$ cat src/lom_defs.svh
// Register map, field positions, reset values and timing counts
`ifndef LOM_DEFS_SVH
`define LOM_DEFS_SVH

`define CLK_HZ          40000000
`define MS_PER_S        1000
`define VSAMP_MS        500
`define MS_CYC          (`CLK_HZ / `MS_PER_S)
`define VSAMP_CYC       (`CLK_HZ / `MS_PER_S * `VSAMP_MS)

`define PER_W_DEF       24
`define HIST_DEPTH      5
`define SUCC_PERIODS    4
`define RP_TRIP_SUM     8
`define RP_MAX_MULT     8
`define NPH             3

`define OFS_PCHK        8'h00
`define OFS_ROCOF       8'h04
`define OFS_VSHIFT      8'h08
`define OFS_FLO_PER     8'h0c
`define OFS_FHI_PER     8'h10
`define OFS_VLO         8'h14
`define OFS_VHI         8'h18
`define OFS_RPOW        8'h1c
`define OFS_WARN        8'h20
`define OFS_IRQ_STAT    8'h24
`define OFS_IRQ_CLR     8'h28
`define OFS_IRQ_EN      8'h2c

`define WARN_TRIP_BIT   6
`define WARN_ARMED_BIT  7
`define IRQ_GEN_BIT     6

`define RST_PCHK        16'h0000
`define RST_FLO_PER     24'hffffff
`define RST_FHI_PER     24'h000000
`define RST_VLO         16'h0000
`define RST_VHI         16'hffff

`endif

$ cat src/lom_pkg.sv
// Types shared by the loss-of-mains protection modules
package lom_pkg;
    typedef enum {DET_ROCOF, DET_VSHIFT, DET_FREQ, DET_VOLT, DET_RPOW, DET_NOFREQ,
                  DET_NUM} det_e;
    typedef enum {ST_OFF, ST_CHECK, ST_ARMED, ST_TRIPPED} par_state_e;
endpackage

$ cat src/period_if.sv
// Mains period history handed from the tracker to the detectors
`timescale 1ns/100ps
`default_nettype none
`include "lom_defs.svh"
interface period_if #(parameter int PER_W = `PER_W_DEF);
    logic             done;
    logic [PER_W-1:0] hist [`HIST_DEPTH];
    logic [2:0]       cnt;
    logic [PER_W+1:0] since;
    modport src (output done, hist, cnt, since);
    modport snk (input done, hist, cnt, since);
endinterface
`default_nettype wire

$ cat src/loss_of_mains_protection.sv
// Loss-of-mains protection with AHB-Lite register access
// Overview of operation
// Detectors stay inhibited until parallel check delay expires after contactor closing.
// Any failure opens mains contactor at once, raises general and detector warning.
// ROCOF trips when period change exceeds limit on 4 successive periods.
// Vector shift compares mean of newest 2 periods with 4th and 5th.
// Frequency trips when out of low/high limits for 4 successive periods.
// Each phase voltage checked every half second against low and high limits.
// Reverse power checked each period; export above limit is a failure.
// Reverse power inverse time: 8 cycles up to 2x, one cycle at 8x.
// No-frequency trips when no pulse for 2.5 low-limit periods.
// ROCOF, vector shift, reverse power, no-frequency disabled by zero limit.
// Warnings stay latched until parallel operation ends and starts again.
// Generators keep feeding load; resynchronise and reclose when mains returns.
//
// Design decisions made here: the register offsets and the AHB-Lite slave port.
`timescale 1ns/100ps
`default_nettype none
`include "lom_defs.svh"
module loss_of_mains_protection import lom_pkg::*; #(
    parameter int PER_W     = `PER_W_DEF,
    parameter int V_W       = 16,
    parameter int P_W       = 32,
    parameter int MS_CYC    = `MS_CYC,
    parameter int VSAMP_CYC = `VSAMP_CYC
) (
    input  wire logic                       CLK_SYS,
    input  wire logic                       RST_N,
    input  wire logic                       HSEL,
    input  wire logic [31:0]                HADDR,
    input  wire logic [1:0]                 HTRANS,
    input  wire logic                       HWRITE,
    input  wire logic [2:0]                 HSIZE,
    input  wire logic [31:0]                HWDATA,
    input  wire logic                       HREADY,
    output logic      [31:0]                HRDATA,
    output logic                            HREADYOUT,
    output logic                            HRESP,
    input  wire logic                       MAINS_CLOSE_REQ,
    input  wire logic                       MAINS_ZC_PULSE,
    input  wire logic [`NPH-1:0][V_W-1:0]   MAINS_VOLT,
    input  wire logic signed [P_W-1:0]      MAINS_POWER,
    output logic                            MAINS_CONTACTOR,
    output logic                            PAR_MAINS_FAIL,
    output logic      [DET_NUM-1:0]         DET_WARN,
    output logic                            PROT_ARMED,
    output logic                            RESYNC_REQ,
    output logic                            IRQ
);
    localparam int MSW = $clog2(MS_CYC);
    localparam int VSW = $clog2(VSAMP_CYC);
    localparam int NI  = DET_NUM + 1;

    generate
        if (PER_W < 8 || PER_W > 29 || V_W > 32 || P_W > 32 || MS_CYC < 2 || VSAMP_CYC < 2)
        begin : g_bad_param
            $error("loss_of_mains_protection: parameter out of range");
        end
    endgenerate

    period_if #(.PER_W(PER_W)) pi ();
    period_tracker #(.PER_W(PER_W)) u_trk (
        .clk   (CLK_SYS),
        .rst_n (RST_N),
        .pulse (MAINS_ZC_PULSE),
        .pi    (pi.src)
    );

    logic [15:0]      pchk_reg;
    logic [PER_W-1:0] rocof_lim_reg, vs_lim_reg, flo_reg, fhi_reg;
    logic [V_W-1:0]   vlo_reg, vhi_reg;
    logic [P_W-1:0]   rp_lim_reg;
    logic [NI-1:0]    irq_stat_reg, irq_en_reg, irq_set;
    logic             wr_pend_reg;
    logic [7:0]       waddr_reg;
    logic [31:0]      rdata;
    logic             ap_ok;

    // Bus slave: zero wait states, every response OKAY
    assign ap_ok     = HSEL & HTRANS[1] & HREADY;
    assign HREADYOUT = 1'b1;
    assign HRESP     = 1'b0;

    always_ff @(posedge CLK_SYS) begin
        if (!RST_N) begin
            wr_pend_reg <= 1'b0;
            waddr_reg   <= 8'h00;
            HRDATA      <= 32'h0;
        end else begin
            wr_pend_reg <= ap_ok & HWRITE;
            if (ap_ok) begin
                waddr_reg <= HADDR[7:0];
            end
            if (ap_ok && !HWRITE) begin
                HRDATA <= rdata;
            end
        end
    end

    always_comb begin
        rdata = 32'h0;
        case (HADDR[7:0])
            `OFS_PCHK:     rdata = 32'(pchk_reg);
            `OFS_ROCOF:    rdata = 32'(rocof_lim_reg);
            `OFS_VSHIFT:   rdata = 32'(vs_lim_reg);
            `OFS_FLO_PER:  rdata = 32'(flo_reg);
            `OFS_FHI_PER:  rdata = 32'(fhi_reg);
            `OFS_VLO:      rdata = 32'(vlo_reg);
            `OFS_VHI:      rdata = 32'(vhi_reg);
            `OFS_RPOW:     rdata = 32'(rp_lim_reg);
            `OFS_WARN:     rdata = 32'({PROT_ARMED, PAR_MAINS_FAIL, DET_WARN});
            `OFS_IRQ_STAT: rdata = 32'(irq_stat_reg);
            `OFS_IRQ_EN:   rdata = 32'(irq_en_reg);
            default:       rdata = 32'h0;
        endcase
    end

    always_ff @(posedge CLK_SYS) begin
        if (!RST_N) begin
            pchk_reg      <= `RST_PCHK;
            rocof_lim_reg <= '0;
            vs_lim_reg    <= '0;
            flo_reg       <= PER_W'(`RST_FLO_PER);
            fhi_reg       <= PER_W'(`RST_FHI_PER);
            vlo_reg       <= V_W'(`RST_VLO);
            vhi_reg       <= V_W'(`RST_VHI);
            rp_lim_reg    <= '0;
            irq_en_reg    <= '0;
        end else if (wr_pend_reg) begin
            case (waddr_reg)
                `OFS_PCHK:    pchk_reg      <= HWDATA[15:0];
                `OFS_ROCOF:   rocof_lim_reg <= HWDATA[PER_W-1:0];
                `OFS_VSHIFT:  vs_lim_reg    <= HWDATA[PER_W-1:0];
                `OFS_FLO_PER: flo_reg       <= HWDATA[PER_W-1:0];
                `OFS_FHI_PER: fhi_reg       <= HWDATA[PER_W-1:0];
                `OFS_VLO:     vlo_reg       <= HWDATA[V_W-1:0];
                `OFS_VHI:     vhi_reg       <= HWDATA[V_W-1:0];
                `OFS_RPOW:    rp_lim_reg    <= HWDATA[P_W-1:0];
                `OFS_IRQ_EN:  irq_en_reg    <= HWDATA[NI-1:0];
                default:      ;
            endcase
        end
    end

    // Parallel state and check-delay timing
    par_state_e       state_reg, state_next;
    logic [15:0]      chk_cnt_reg;
    logic [MSW-1:0]   ms_div_reg;
    logic [VSW-1:0]   vs_div_reg;
    logic             ms_tick, vtick, armed;
    logic [DET_NUM-1:0] det_fail;

    assign ms_tick = ms_div_reg == MSW'(MS_CYC - 1);
    assign vtick   = vs_div_reg == VSW'(VSAMP_CYC - 1);
    assign armed   = state_reg == ST_ARMED;

    always_comb begin
        state_next = state_reg;
        case (state_reg)
            ST_OFF:     if (MAINS_CLOSE_REQ) state_next = ST_CHECK;
            ST_CHECK: begin
                if (!MAINS_CLOSE_REQ) state_next = ST_OFF;
                else if (chk_cnt_reg >= pchk_reg) state_next = ST_ARMED;
            end
            ST_ARMED: begin
                if (!MAINS_CLOSE_REQ) state_next = ST_OFF;
                else if (|det_fail) state_next = ST_TRIPPED;
            end
            ST_TRIPPED: if (!MAINS_CLOSE_REQ) state_next = ST_OFF;
            default:    state_next = ST_OFF;
        endcase
    end

    always_ff @(posedge CLK_SYS) begin
        if (!RST_N) begin
            state_reg   <= ST_OFF;
            chk_cnt_reg <= 16'h0;
            ms_div_reg  <= '0;
        end else begin
            state_reg <= state_next;
            if (state_reg != ST_CHECK || ms_tick) ms_div_reg <= '0;
            else ms_div_reg <= ms_div_reg + 1'b1;
            if (state_reg != ST_CHECK) chk_cnt_reg <= 16'h0;
            else if (ms_tick) chk_cnt_reg <= chk_cnt_reg + 16'h1;
        end
    end

    always_ff @(posedge CLK_SYS) begin
        if (!RST_N || vtick) vs_div_reg <= '0;
        else vs_div_reg <= vs_div_reg + 1'b1;
    end

    function automatic logic [PER_W:0] adiff(input logic [PER_W:0] a, input logic [PER_W:0] b);
        return (a > b) ? a - b : b - a;
    endfunction

    // Period-based detectors
    logic [2:0]       rcnt_reg, fcnt_reg;
    logic             roc_exc, f_out, vs_exc;
    logic [PER_W+1:0] nf_lim;
    assign roc_exc = rocof_lim_reg != '0 && pi.cnt >= 3'h2
                     && adiff({1'b0, pi.hist[0]}, {1'b0, pi.hist[1]}) > {1'b0, rocof_lim_reg};
    assign f_out   = pi.hist[0] > flo_reg || pi.hist[0] < fhi_reg;
    assign vs_exc  = vs_lim_reg != '0 && pi.cnt == 3'(`HIST_DEPTH)
                     && adiff({1'b0, pi.hist[0]} + {1'b0, pi.hist[1]},
                              {1'b0, pi.hist[3]} + {1'b0, pi.hist[4]}) > {vs_lim_reg, 1'b0};
    assign nf_lim  = {1'b0, flo_reg, 1'b0} + ({2'b00, flo_reg} >> 1);

    always_ff @(posedge CLK_SYS) begin
        if (!RST_N || !armed) begin
            rcnt_reg <= 3'h0;
            fcnt_reg <= 3'h0;
        end else if (pi.done) begin
            rcnt_reg <= roc_exc ? rcnt_reg + 3'h1 : 3'h0;
            fcnt_reg <= f_out ? fcnt_reg + 3'h1 : 3'h0;
        end
    end

    assign det_fail[DET_ROCOF]  = pi.done & roc_exc & (rcnt_reg == 3'(`SUCC_PERIODS - 1));
    assign det_fail[DET_FREQ]   = pi.done & f_out & (fcnt_reg == 3'(`SUCC_PERIODS - 1));
    assign det_fail[DET_VSHIFT] = pi.done & vs_exc;
    assign det_fail[DET_NOFREQ] = flo_reg != '0 && pi.since > nf_lim;

    // Voltage: every phase against both limits on the half-second tick
    logic [`NPH-1:0] v_bad;
    genvar ph;
    generate
        for (ph = 0; ph < `NPH; ph++) begin : g_phase
            assign v_bad[ph] = MAINS_VOLT[ph] < vlo_reg || MAINS_VOLT[ph] > vhi_reg;
        end
    endgenerate
    assign det_fail[DET_VOLT] = vtick & (|v_bad);

    // Reverse power, inverse time: weight per period grows with export
    logic [P_W-1:0] exp_mag;
    logic [P_W+3:0] rp_mult;
    logic [3:0]     rp_step, rp_acc_reg;
    logic [4:0]     rp_sum;
    logic           rp_exc;
    assign exp_mag = MAINS_POWER[P_W-1] ? P_W'(-MAINS_POWER) : '0;
    assign rp_exc  = rp_lim_reg != '0 && exp_mag > rp_lim_reg;
    assign rp_sum  = {1'b0, rp_acc_reg} + {1'b0, rp_step};

    always_comb begin
        rp_step = 4'h1;
        rp_mult = '0;
        for (int k = 2; k < `RP_MAX_MULT; k++) begin
            rp_mult = {4'h0, rp_lim_reg} * (P_W + 4)'(k);
            if ({4'h0, exp_mag} > rp_mult) rp_step = 4'(k + 1);
        end
    end

    always_ff @(posedge CLK_SYS) begin
        if (!RST_N || !armed) rp_acc_reg <= 4'h0;
        else if (pi.done) rp_acc_reg <= rp_exc ? rp_sum[3:0] : 4'h0;
    end
    assign det_fail[DET_RPOW] = pi.done & rp_exc & (rp_sum >= 5'(`RP_TRIP_SUM));

    // Warnings, contactor and mains-return tracking
    logic [DET_NUM-1:0] warn_next;
    logic               v_ok_reg, f_ok_reg;
    always_comb begin
        warn_next = DET_WARN;
        if (state_reg == ST_OFF && MAINS_CLOSE_REQ) warn_next = '0;
        else if (armed) warn_next = DET_WARN | det_fail;
    end

    always_ff @(posedge CLK_SYS) begin
        if (!RST_N) begin
            DET_WARN        <= '0;
            PAR_MAINS_FAIL  <= 1'b0;
            MAINS_CONTACTOR <= 1'b0;
            PROT_ARMED      <= 1'b0;
            RESYNC_REQ      <= 1'b0;
            v_ok_reg        <= 1'b0;
            f_ok_reg        <= 1'b0;
        end else begin
            DET_WARN        <= warn_next;
            PAR_MAINS_FAIL  <= |warn_next;
            MAINS_CONTACTOR <= MAINS_CLOSE_REQ && state_next != ST_TRIPPED;
            PROT_ARMED      <= state_next == ST_ARMED;
            if (vtick) v_ok_reg <= ~|v_bad;
            if (pi.done) f_ok_reg <= ~f_out;
            RESYNC_REQ <= state_next == ST_TRIPPED && v_ok_reg && f_ok_reg
                          && !det_fail[DET_NOFREQ];
        end
    end

    // Interrupts: sticky status, write-one-to-clear, set wins over clear
    assign irq_set = {(state_reg == ST_ARMED) && (state_next == ST_TRIPPED), warn_next & ~DET_WARN};
    always_ff @(posedge CLK_SYS) begin
        if (!RST_N) begin
            irq_stat_reg <= '0;
            IRQ          <= 1'b0;
        end else begin
            irq_stat_reg <= (irq_stat_reg
                & ~((wr_pend_reg && waddr_reg == `OFS_IRQ_CLR) ? HWDATA[NI-1:0] : '0)) | irq_set;
            IRQ <= |(irq_stat_reg & irq_en_reg);
        end
    end
endmodule // loss_of_mains_protection
`default_nettype wire

$ cat src/period_tracker.sv
// Mains period measurement and five-period history
`timescale 1ns/100ps
`default_nettype none
`include "lom_defs.svh"
module period_tracker #(
    parameter int PER_W = `PER_W_DEF
) (
    input wire logic clk,
    input wire logic rst_n,
    input wire logic pulse,
    period_if.src    pi
);
    logic [PER_W+1:0] since_reg;
    logic             seen_reg;
    logic             done_reg;
    logic [2:0]       cnt_reg;
    logic [PER_W-1:0] hist_reg [`HIST_DEPTH];
    logic [PER_W-1:0] period;

    // Period in clock cycles, saturated at full scale above 2^PER_W; a period of exactly 2^PER_W wraps to zero
    assign period = (since_reg[PER_W+1:PER_W] != 2'b00) ? '1 : since_reg[PER_W-1:0] + 1'b1;

    always_ff @(posedge clk) begin
        if (!rst_n) begin
            since_reg <= '0;
        end else if (pulse) begin
            since_reg <= '0;
        end else if (since_reg != '1) begin
            since_reg <= since_reg + 1'b1;
        end
    end

    always_ff @(posedge clk) begin
        if (!rst_n) begin
            seen_reg <= 1'b0;
            done_reg <= 1'b0;
            cnt_reg  <= 3'h0;
        end else begin
            seen_reg <= seen_reg | pulse;
            done_reg <= pulse & seen_reg;
            if (pulse && seen_reg && cnt_reg != 3'(`HIST_DEPTH)) begin
                cnt_reg <= cnt_reg + 3'h1;
            end
        end
    end

    genvar i;
    generate
        for (i = 0; i < `HIST_DEPTH; i++) begin : g_hist
            always_ff @(posedge clk) begin
                if (!rst_n) begin
                    hist_reg[i] <= '0;
                end else if (pulse && seen_reg) begin
                    hist_reg[i] <= (i == 0) ? period : hist_reg[(i == 0) ? 0 : i - 1];
                end
            end
            assign pi.hist[i] = hist_reg[i];
        end
    endgenerate

    assign pi.done  = done_reg;
    assign pi.cnt   = cnt_reg;
    assign pi.since = since_reg;
endmodule // period_tracker
`default_nettype wire

$ cat config.mk
export PLATFORM = sky130hd
export DESIGN_NAME = loss_of_mains_protection
export DESIGN_NICKNAME = d
export VERILOG_FILES = /design/src/lom_pkg.sv /design/src/period_if.sv /design/src/loss_of_mains_protection.sv /design/src/period_tracker.sv
export VERILOG_INCLUDE_DIRS = /design/src
export SDC_FILE = /design/constraint.sdc
export NUM_CORES = 2
export LEC_CHECK = 0
export BUFFER_PORTS_ARGS = -buffer_cell sky130_fd_sc_hd__buf_2
export CAP_MARGIN = 5
export CORE_MARGIN = 1
export CORE_UTILIZATION = 40
export CTS_CLUSTER_SIZE = 25
export DETAILED_ROUTE_END_ITERATION = 7
export SLEW_MARGIN = 10
export SYNTH_ARGS = -nofsm -noshare
export SYNTH_HDL_FRONTEND = slang
export SYNTH_SLANG_ARGS = --single-unit
$ cat constraint.sdc
create_clock -name CLK_SYS -period 13.7 [get_ports CLK_SYS]
set_input_delay 2.74 -clock CLK_SYS [delete_from_list [all_inputs] [get_ports CLK_SYS]]
set_output_delay 2.74 -clock CLK_SYS [all_outputs]
set_load 0.03 [all_outputs]
[Word level (Yosys, flattened, before mapping)]
Memory sizes are Yosys's and may differ from the RTL's.
Index checks and enable logic that the tools add are counted.
Storage, ports and cells
  bits in registers: 374
  memory bits (writable): 120
  bits of input ports: 156
  output and inout bits: 45
  logic and storage cells: 224
  memories kept: 1
Memories
  u_trk.hist_reg: depth 5, bits a word 24, read ports 5, clocked after Yosys merged registers in 0, wr ports 5, line period_tracker.sv:17  | logic [PER_W-1:0] hist_reg [`HIST_DEPTH];
Operators by class
  $add $sub $neg: 17
  multiply operators: 4
  $lt $le $gt $ge: 23
  eq/ne operators: 34
  muxes and demuxes: 33
  bitwise logic cells: 27
  reductions and logical operators: 53
Operators by type and width (number)
  32-bit one-hot mux with 11 select lines: 1
  32-bit 2-to-1 mux: 7
  24-bit 2-to-1 mux: 6
  32-bit one-hot mux with 4 select lines: 1
  32-bit by 35-bit > comparator with 1-bit output: 3
  32-bit by 3-bit == test with 1-bit output (second input constant): 3
  24-bit nonzero test: 3
  32-bit by 3-bit multiplier with 35-bit output (second input constant): 2
  32-bit by 34-bit > comparator with 1-bit output: 2
  32-bit by 2-bit multiplier with 34-bit output (second input constant): 2
  32-bit by 2-bit == test with 1-bit output (second input constant): 2
  8-bit by 5-bit == test with 1-bit output (second input constant): 8
  32-bit logical NOT: 2
  24-bit by 24-bit adder with 25-bit output: 2
  25-bit > comparator: 2
  25-bit 2-to-1 mux: 2
  24-bit by 24-bit subtractor with 25-bit output: 2
  25-bit subtractor: 2
  16-bit > comparator: 3
  24-bit > comparator: 2
  16-bit < comparator: 3
  8-bit by 6-bit == test with 1-bit output (second input constant): 5
  32-bit by 33-bit > comparator with 1-bit output: 1
  16-bit by 1-bit adder with 16-bit output (second input constant): 2
  other kinds (51): 123

[Logic depth before layout (Yosys ltp)]
  depth after elaboration: 20
  gate-level depth with buffers: 40

[Modules after synthesis]
A second synthesis with hierarchy kept.
Second synthesis, totals
  cells, all modules: 5245
  area, all modules: 43900.9 sq um
By module, submodules not included
  loss_of_mains_protection: instances 1, cells an instance 4811, area each 37937.6 sq um, sequential area each 6866.6 sq um
  period_tracker: instances 1, cells an instance 434, area each 5963.2 sq um, sequential area each 4224.1 sq um

[Worst setup path after synthesis]
No wires, ideal clock.
  path type: input port to flip-flop
  start: input MAINS_POWER[5]
  end: register PROT_ARMED
  data arrival time: 8401 ps
  data required time: 13641 ps
  setup slack: 5240 ps
  stages: 24
  path buffers: 1
  cells stage by stage: or4_4 > or3_4 > or4_4 > buf_6 > nor2_1 > nand2_1 > nor4_1 > ha_1 > nand3_1 > nor4_1 > o21ai_0 > a211o_1 > a21oi_1 > a21oi_1 > ha_1 > a21oi_1 > nor2b_1 > nand3_1 > o21a_1 > o31ai_1 > nand4b_1 > a2111o_1 > o2bb2ai_1 > and2_1
On the way
  cells in the longest elaborated chain, start to end: 17
Ends and longest elaborated chain
  start, declared: line loss_of_mains_protection.sv:42  | input wire logic signed [P_W-1:0] MAINS_POWER,
  32-bit negation *: line loss_of_mains_protection.sv:240  | assign exp_mag = MAINS_POWER[P_W-1] ? P_W'(-MAINS_POWER) : '0;
  32-bit 2-to-1 mux *: line loss_of_mains_protection.sv:240
  32-bit by 33-bit > comparator with 1-bit output: line loss_of_mains_protection.sv:249  | if ({4'h0, exp_mag} > rp_mult) rp_step = 4'(k + 1);
  2-bit 2-to-1 mux: line loss_of_mains_protection.sv:249
  4-bit 2-to-1 mux (5 in series): line loss_of_mains_protection.sv:249
  4-bit by 4-bit adder with 5-bit output: line loss_of_mains_protection.sv:242  | assign rp_sum = {1'b0, rp_acc_reg} + {1'b0, rp_step};
  5-bit by 4-bit >= comparator with 1-bit output: line loss_of_mains_protection.sv:257  | assign det_fail[DET_RPOW] = pi.done & rp_exc & (rp_sum >= 5'(`RP_TRIP_SUM));
  1-bit bitwise AND *: line loss_of_mains_protection.sv:257
  6-bit OR reduction *: line loss_of_mains_protection.sv:167  | else if (|det_fail) state_next = ST_TRIPPED;
  32-bit 2-to-1 mux *: line loss_of_mains_protection.sv:167
  32-bit 2-to-1 mux *: line loss_of_mains_protection.sv:166  | if (!MAINS_CLOSE_REQ) state_next = ST_OFF;
  32-bit one-hot mux with 4 select lines *: line loss_of_mains_protection.sv:159  | case (state_reg)
  32-bit by 3-bit == test with 1-bit output *: line loss_of_mains_protection.sv:281  | PROT_ARMED <= state_next == ST_ARMED;
  end signal, assigned: line loss_of_mains_protection.sv:273  | PROT_ARMED <= 1'b0;
  end signal, assigned: line loss_of_mains_protection.sv:281
  end, declared: line loss_of_mains_protection.sv:46  | output logic PROT_ARMED,
Mark *: on every way between the ends. The rest lies on a longest branch, timed or not.
A chain may end at the register's enable or synchronous reset.

[Worst setup path after layout]
  start: input MAINS_POWER[5]
  end: register irq_stat_reg[6]
On the way
  cells in the longest elaborated chain, start to end: 19
Ends and longest elaborated chain
  32-bit negation *: line loss_of_mains_protection.sv:240
  32-bit 2-to-1 mux *: line loss_of_mains_protection.sv:240
  32-bit by 33-bit > comparator with 1-bit output: line loss_of_mains_protection.sv:249
  2-bit 2-to-1 mux: line loss_of_mains_protection.sv:249
  4-bit 2-to-1 mux (5 in series): line loss_of_mains_protection.sv:249
  4-bit by 4-bit adder with 5-bit output: line loss_of_mains_protection.sv:242
  5-bit by 4-bit >= comparator with 1-bit output: line loss_of_mains_protection.sv:257
  1-bit bitwise AND *: line loss_of_mains_protection.sv:257
  6-bit OR reduction *: line loss_of_mains_protection.sv:167
  32-bit 2-to-1 mux *: line loss_of_mains_protection.sv:167
  32-bit 2-to-1 mux *: line loss_of_mains_protection.sv:166
  32-bit one-hot mux with 4 select lines *: line loss_of_mains_protection.sv:159
  32-bit by 3-bit == test with 1-bit output *: line loss_of_mains_protection.sv:290  | assign irq_set = {(state_reg == ST_ARMED) && (state_next == ST_TRIPPED), warn_next & ~DET_WARN};
  1-bit logical AND *: line loss_of_mains_protection.sv:290
  7-bit bitwise OR *: line loss_of_mains_protection.sv:296  | irq_stat_reg <= (irq_stat_reg
  end signal, assigned: line loss_of_mains_protection.sv:296
  end, declared: line loss_of_mains_protection.sv:73  | logic [NI-1:0] irq_stat_reg, irq_en_reg, irq_set;
Marked as above.

==> flow_summary.json <==
{
  "finalSetupTns_ns": 0,
  "outcome": "finished, violations left",
  "num_vias": 39299,
  "min_path_cells": 2,
  "drc": 3,
  "clock-sinks": 494,
  "cpMaxStageDelayCell": "nor4_1",
  "setup_violations": 0,
  "instances_no_fill": 6844,
  "cts_root_buffer": "clkbuf_16",
  "syn_inst": 5260,
  "register_area_sq_mm": 0.0111,
  "antenna_left": 0,
  "worst_pin_slew_ns": 1.24,
  "largest_reg_flops": 120,
  "drv_slew": 0,
  "cp-end-kind": "flop",
  "final.min_clock_period_ns": 10.26,
  "synth_edf_count": 120,
  "synthArstFlopShare_pct": 0,
  "synth_cell_types": 95,
  "clkTransAtPathRegs_ns": 0.06,
  "fp.dieH_microns": 332,
  "p_per_area_mw_per_mm2": 94.1,
  "numCtsBuffers": 59,
  "reg2reg_from": "u_trk.hist_reg[0][3]",
  "die_w_microns": 332,
  "place_inst": 6725,
  "coreArea_sq_mm": 0.108,
  "htree_levels": 2,
  "dp_hpwl_microns": 114000,
  "synth-warning-count": 0,
  "crit_type": "in2reg",
  "drt_iter0_drc": 3451,
  "overflow": 0,
  "die_area_sq_mm": 0.110,
  "cts_tree": "built",
  "final_area_sq_mm": 0.0482,
  "drt-total-wl_microns": 145000,
  "post_cts_buffers": 0,
  "r2r_slack_ns": 3.84,
  "postCtsHoldBufs": 0,
  "drt-pass1-iter-count": 8,
  "drive_above_1_share_pct": 6.81,
  "nFillCells": 10626,
  "rsz0062_at_grt": "false",
  "synth-main-ff-cell": "dfxtp_1",
  "start_util_pct": 40.6,
  "clockBufferDepth": 3,
  "drv_cap": 0,
  "yosysTopAreaCell": "ha_1",
  "grt_pass1_wl_microns": 222000,
  "ioPinCount": 201,
  "critPathMaxFanout": 7,
  "seq_area_frac_synth_pct": 25.4,
  "worstSkewPairLatency_ns": 0.71,
  "grt_pass1_vias": 37349,
  "antenna_found_initial": 13,
  "grt_max_degree": 127,
  "multi_input_area_sq_mm": 0.0305,
  "start_kind": "primary input",
  "synth_area_sq_mm": 0.0437,
  "placed_area_sq_mm": 0.0460,
  "relSlewSlack_pct": 17.2,
  "fin_nets": 6345,
  "grt_usage_pct": 25.6,
  "avgSynthCellArea_sq_um": 8.30,
  "skew_ns": 0.0836,
  "leakagePower_nw": 21.1,
  "synth-seq-cells": 494,
  "wl_per_cell_microns": 21.1,
  "hold_violations": 0,
  "rr_endpoint": "irq_stat_reg[6]",
  "required_ns": 14.30,
  "hp-class": "reg2reg",
  "synth_top_cell_area_share_pct": 21.9,
  "ctsResizeCount": 0,
  "io_buffers": 170,
  "synthTopCellsByArea": "ha_1 22%, dfxtp_1 17%, edfxtp_1 8.3%",
  "r2r_cells": 36,
  "cp.arrival_ns": 10.86,
  "rows": 120,
  "holdCritStartpoint": "HRDATA[27]",
  "place.gp.congestion": 0.954,
  "max-vdd-ir-drop_mv": 0.111,
  "cpPeakStageDelay_ns": 0.89,
  "hold_end": "HRDATA[27]",
  "max_freq_mhz": 97.4,
  "failed_checks": "DRC",
  "via_per_inst": 5.74,
  "period_share_pct": 74.9,
  "syn2layout_area_growth_pct": 10.4
}
[cells by family (layout without fill, tap and decap cells)]
| logic type | count (synthesis) | count (layout) | synth area share [%] |
|---|---|---|---|
| other | 2 | 39 | 0.0172 |
| AND/OR/NAND/NOR | 1616 | 1616 | 18.1 |
| XOR/XNOR | 278 | 278 | 5.59 |
| adder cells (fa/ha/maj) | 807 | 807 | 23.8 |
| flip-flops | 494 | 494 | 25.4 |
| buffers and inverters | 585 | 729 | 5.09 |
| AO/OA/AOI/OAI | 1415 | 1415 | 20.5 |
| multiplexers | 63 | 63 | 1.46 |
[power breakdown]
part	switching [W]	total (W)	internal, W
Clock	0.000692	0.00173	0.00104
Combinational	0.000772	0.00126	0.000487
Sequential	0.0000283	0.00155	0.00152
Total	0.00149	0.00454	0.00305
[synth_stat cells, drive strengths merged (62+ instances only)]
master	instances
a21o	166
a21oi	524
a22oi	72
and2	84
clkbuf	157
dfxtp	374
edfxtp	120
ha	764
inv	404
nand2	458
nand2b	70
nand3	106
nand4	119
nor2	406
nor2b	74
nor3	70
o211ai	62
o21a	64
o21ai	232
xnor2	158
xor2	120
[worst max path at each step]
stage,startpoint,to,slack (ns),depth (start not counted)
after floorplan,MAINS_POWER[5],PROT_ARMED,5.24,24
after global placement,MAINS_POWER[5],irq_stat_reg[6],3.15,25
after detailed placement,MAINS_POWER[5],irq_stat_reg[6],3.03,25
after CTS,MAINS_POWER[5],irq_stat_reg[6],3.74,25
after global routing,MAINS_POWER[5],irq_stat_reg[6],3.16,25
final,MAINS_POWER[5],irq_stat_reg[6],3.44,25
[worst max-delay path: cells and delay by family]
kind | cells | cell delay, ns
compound gates | 9 | 3.00
simple gates | 13 | 4.30
buf+inv | 1 | 0.12
fa+ha+maj | 2 | 0.68
[placed cells by master (no fill, tap or decap), drive strengths merged, types with 62 or more instances in the layout]
cell type	n
buf	209
nor2	406
xor2	120
edfxtp	120
clkbuf	92
o21a	64
o21ai	232
a22oi	72
and2	84
inv	406
nand4	119
dfxtp	374
a21oi	524
xnor2	158
a21o	166
nand2b	70
ha	764
o211ai	62
nor3	70
nand2	458
nand3	106
nor2b	74
[metal layers]
metal	track usage, %	share of wire [%]
met1	35.6	45
met2	40.4	44
met4	8.41	3.3
met5	0	0.032
met3	3.66	7.8
[area by class of cell]
type                            instances  share of cell area, %
Multi-Input combinational cell       4211                   63.3
Timing Repair Buffer                  209                   2.37
Tap cell                             1403                   3.64
Sequential cell                       494                   23.0
Clock buffer                           92                   3.78
Clock inverter                         20                  0.711
Inverter                              408                   3.19
Antenna cell                            7                 0.0363
[per-stage QoR]
step                hold slack [ns]  total power [W]  utilization (%)  worst slack (ns)
CTS                           0.452          0.00455             44.8              3.74
detailed placement            0.444          0.00282             42.8              3.03
global placement              0.437          0.00281             42.8              3.15
finish                        0.449          0.00454             44.8              3.44
global route                  0.478          0.00476             44.8              3.16
floorplan                     0.426          0.00245                -              5.24
Note: power is estimated with default switching activity, not from simulation.
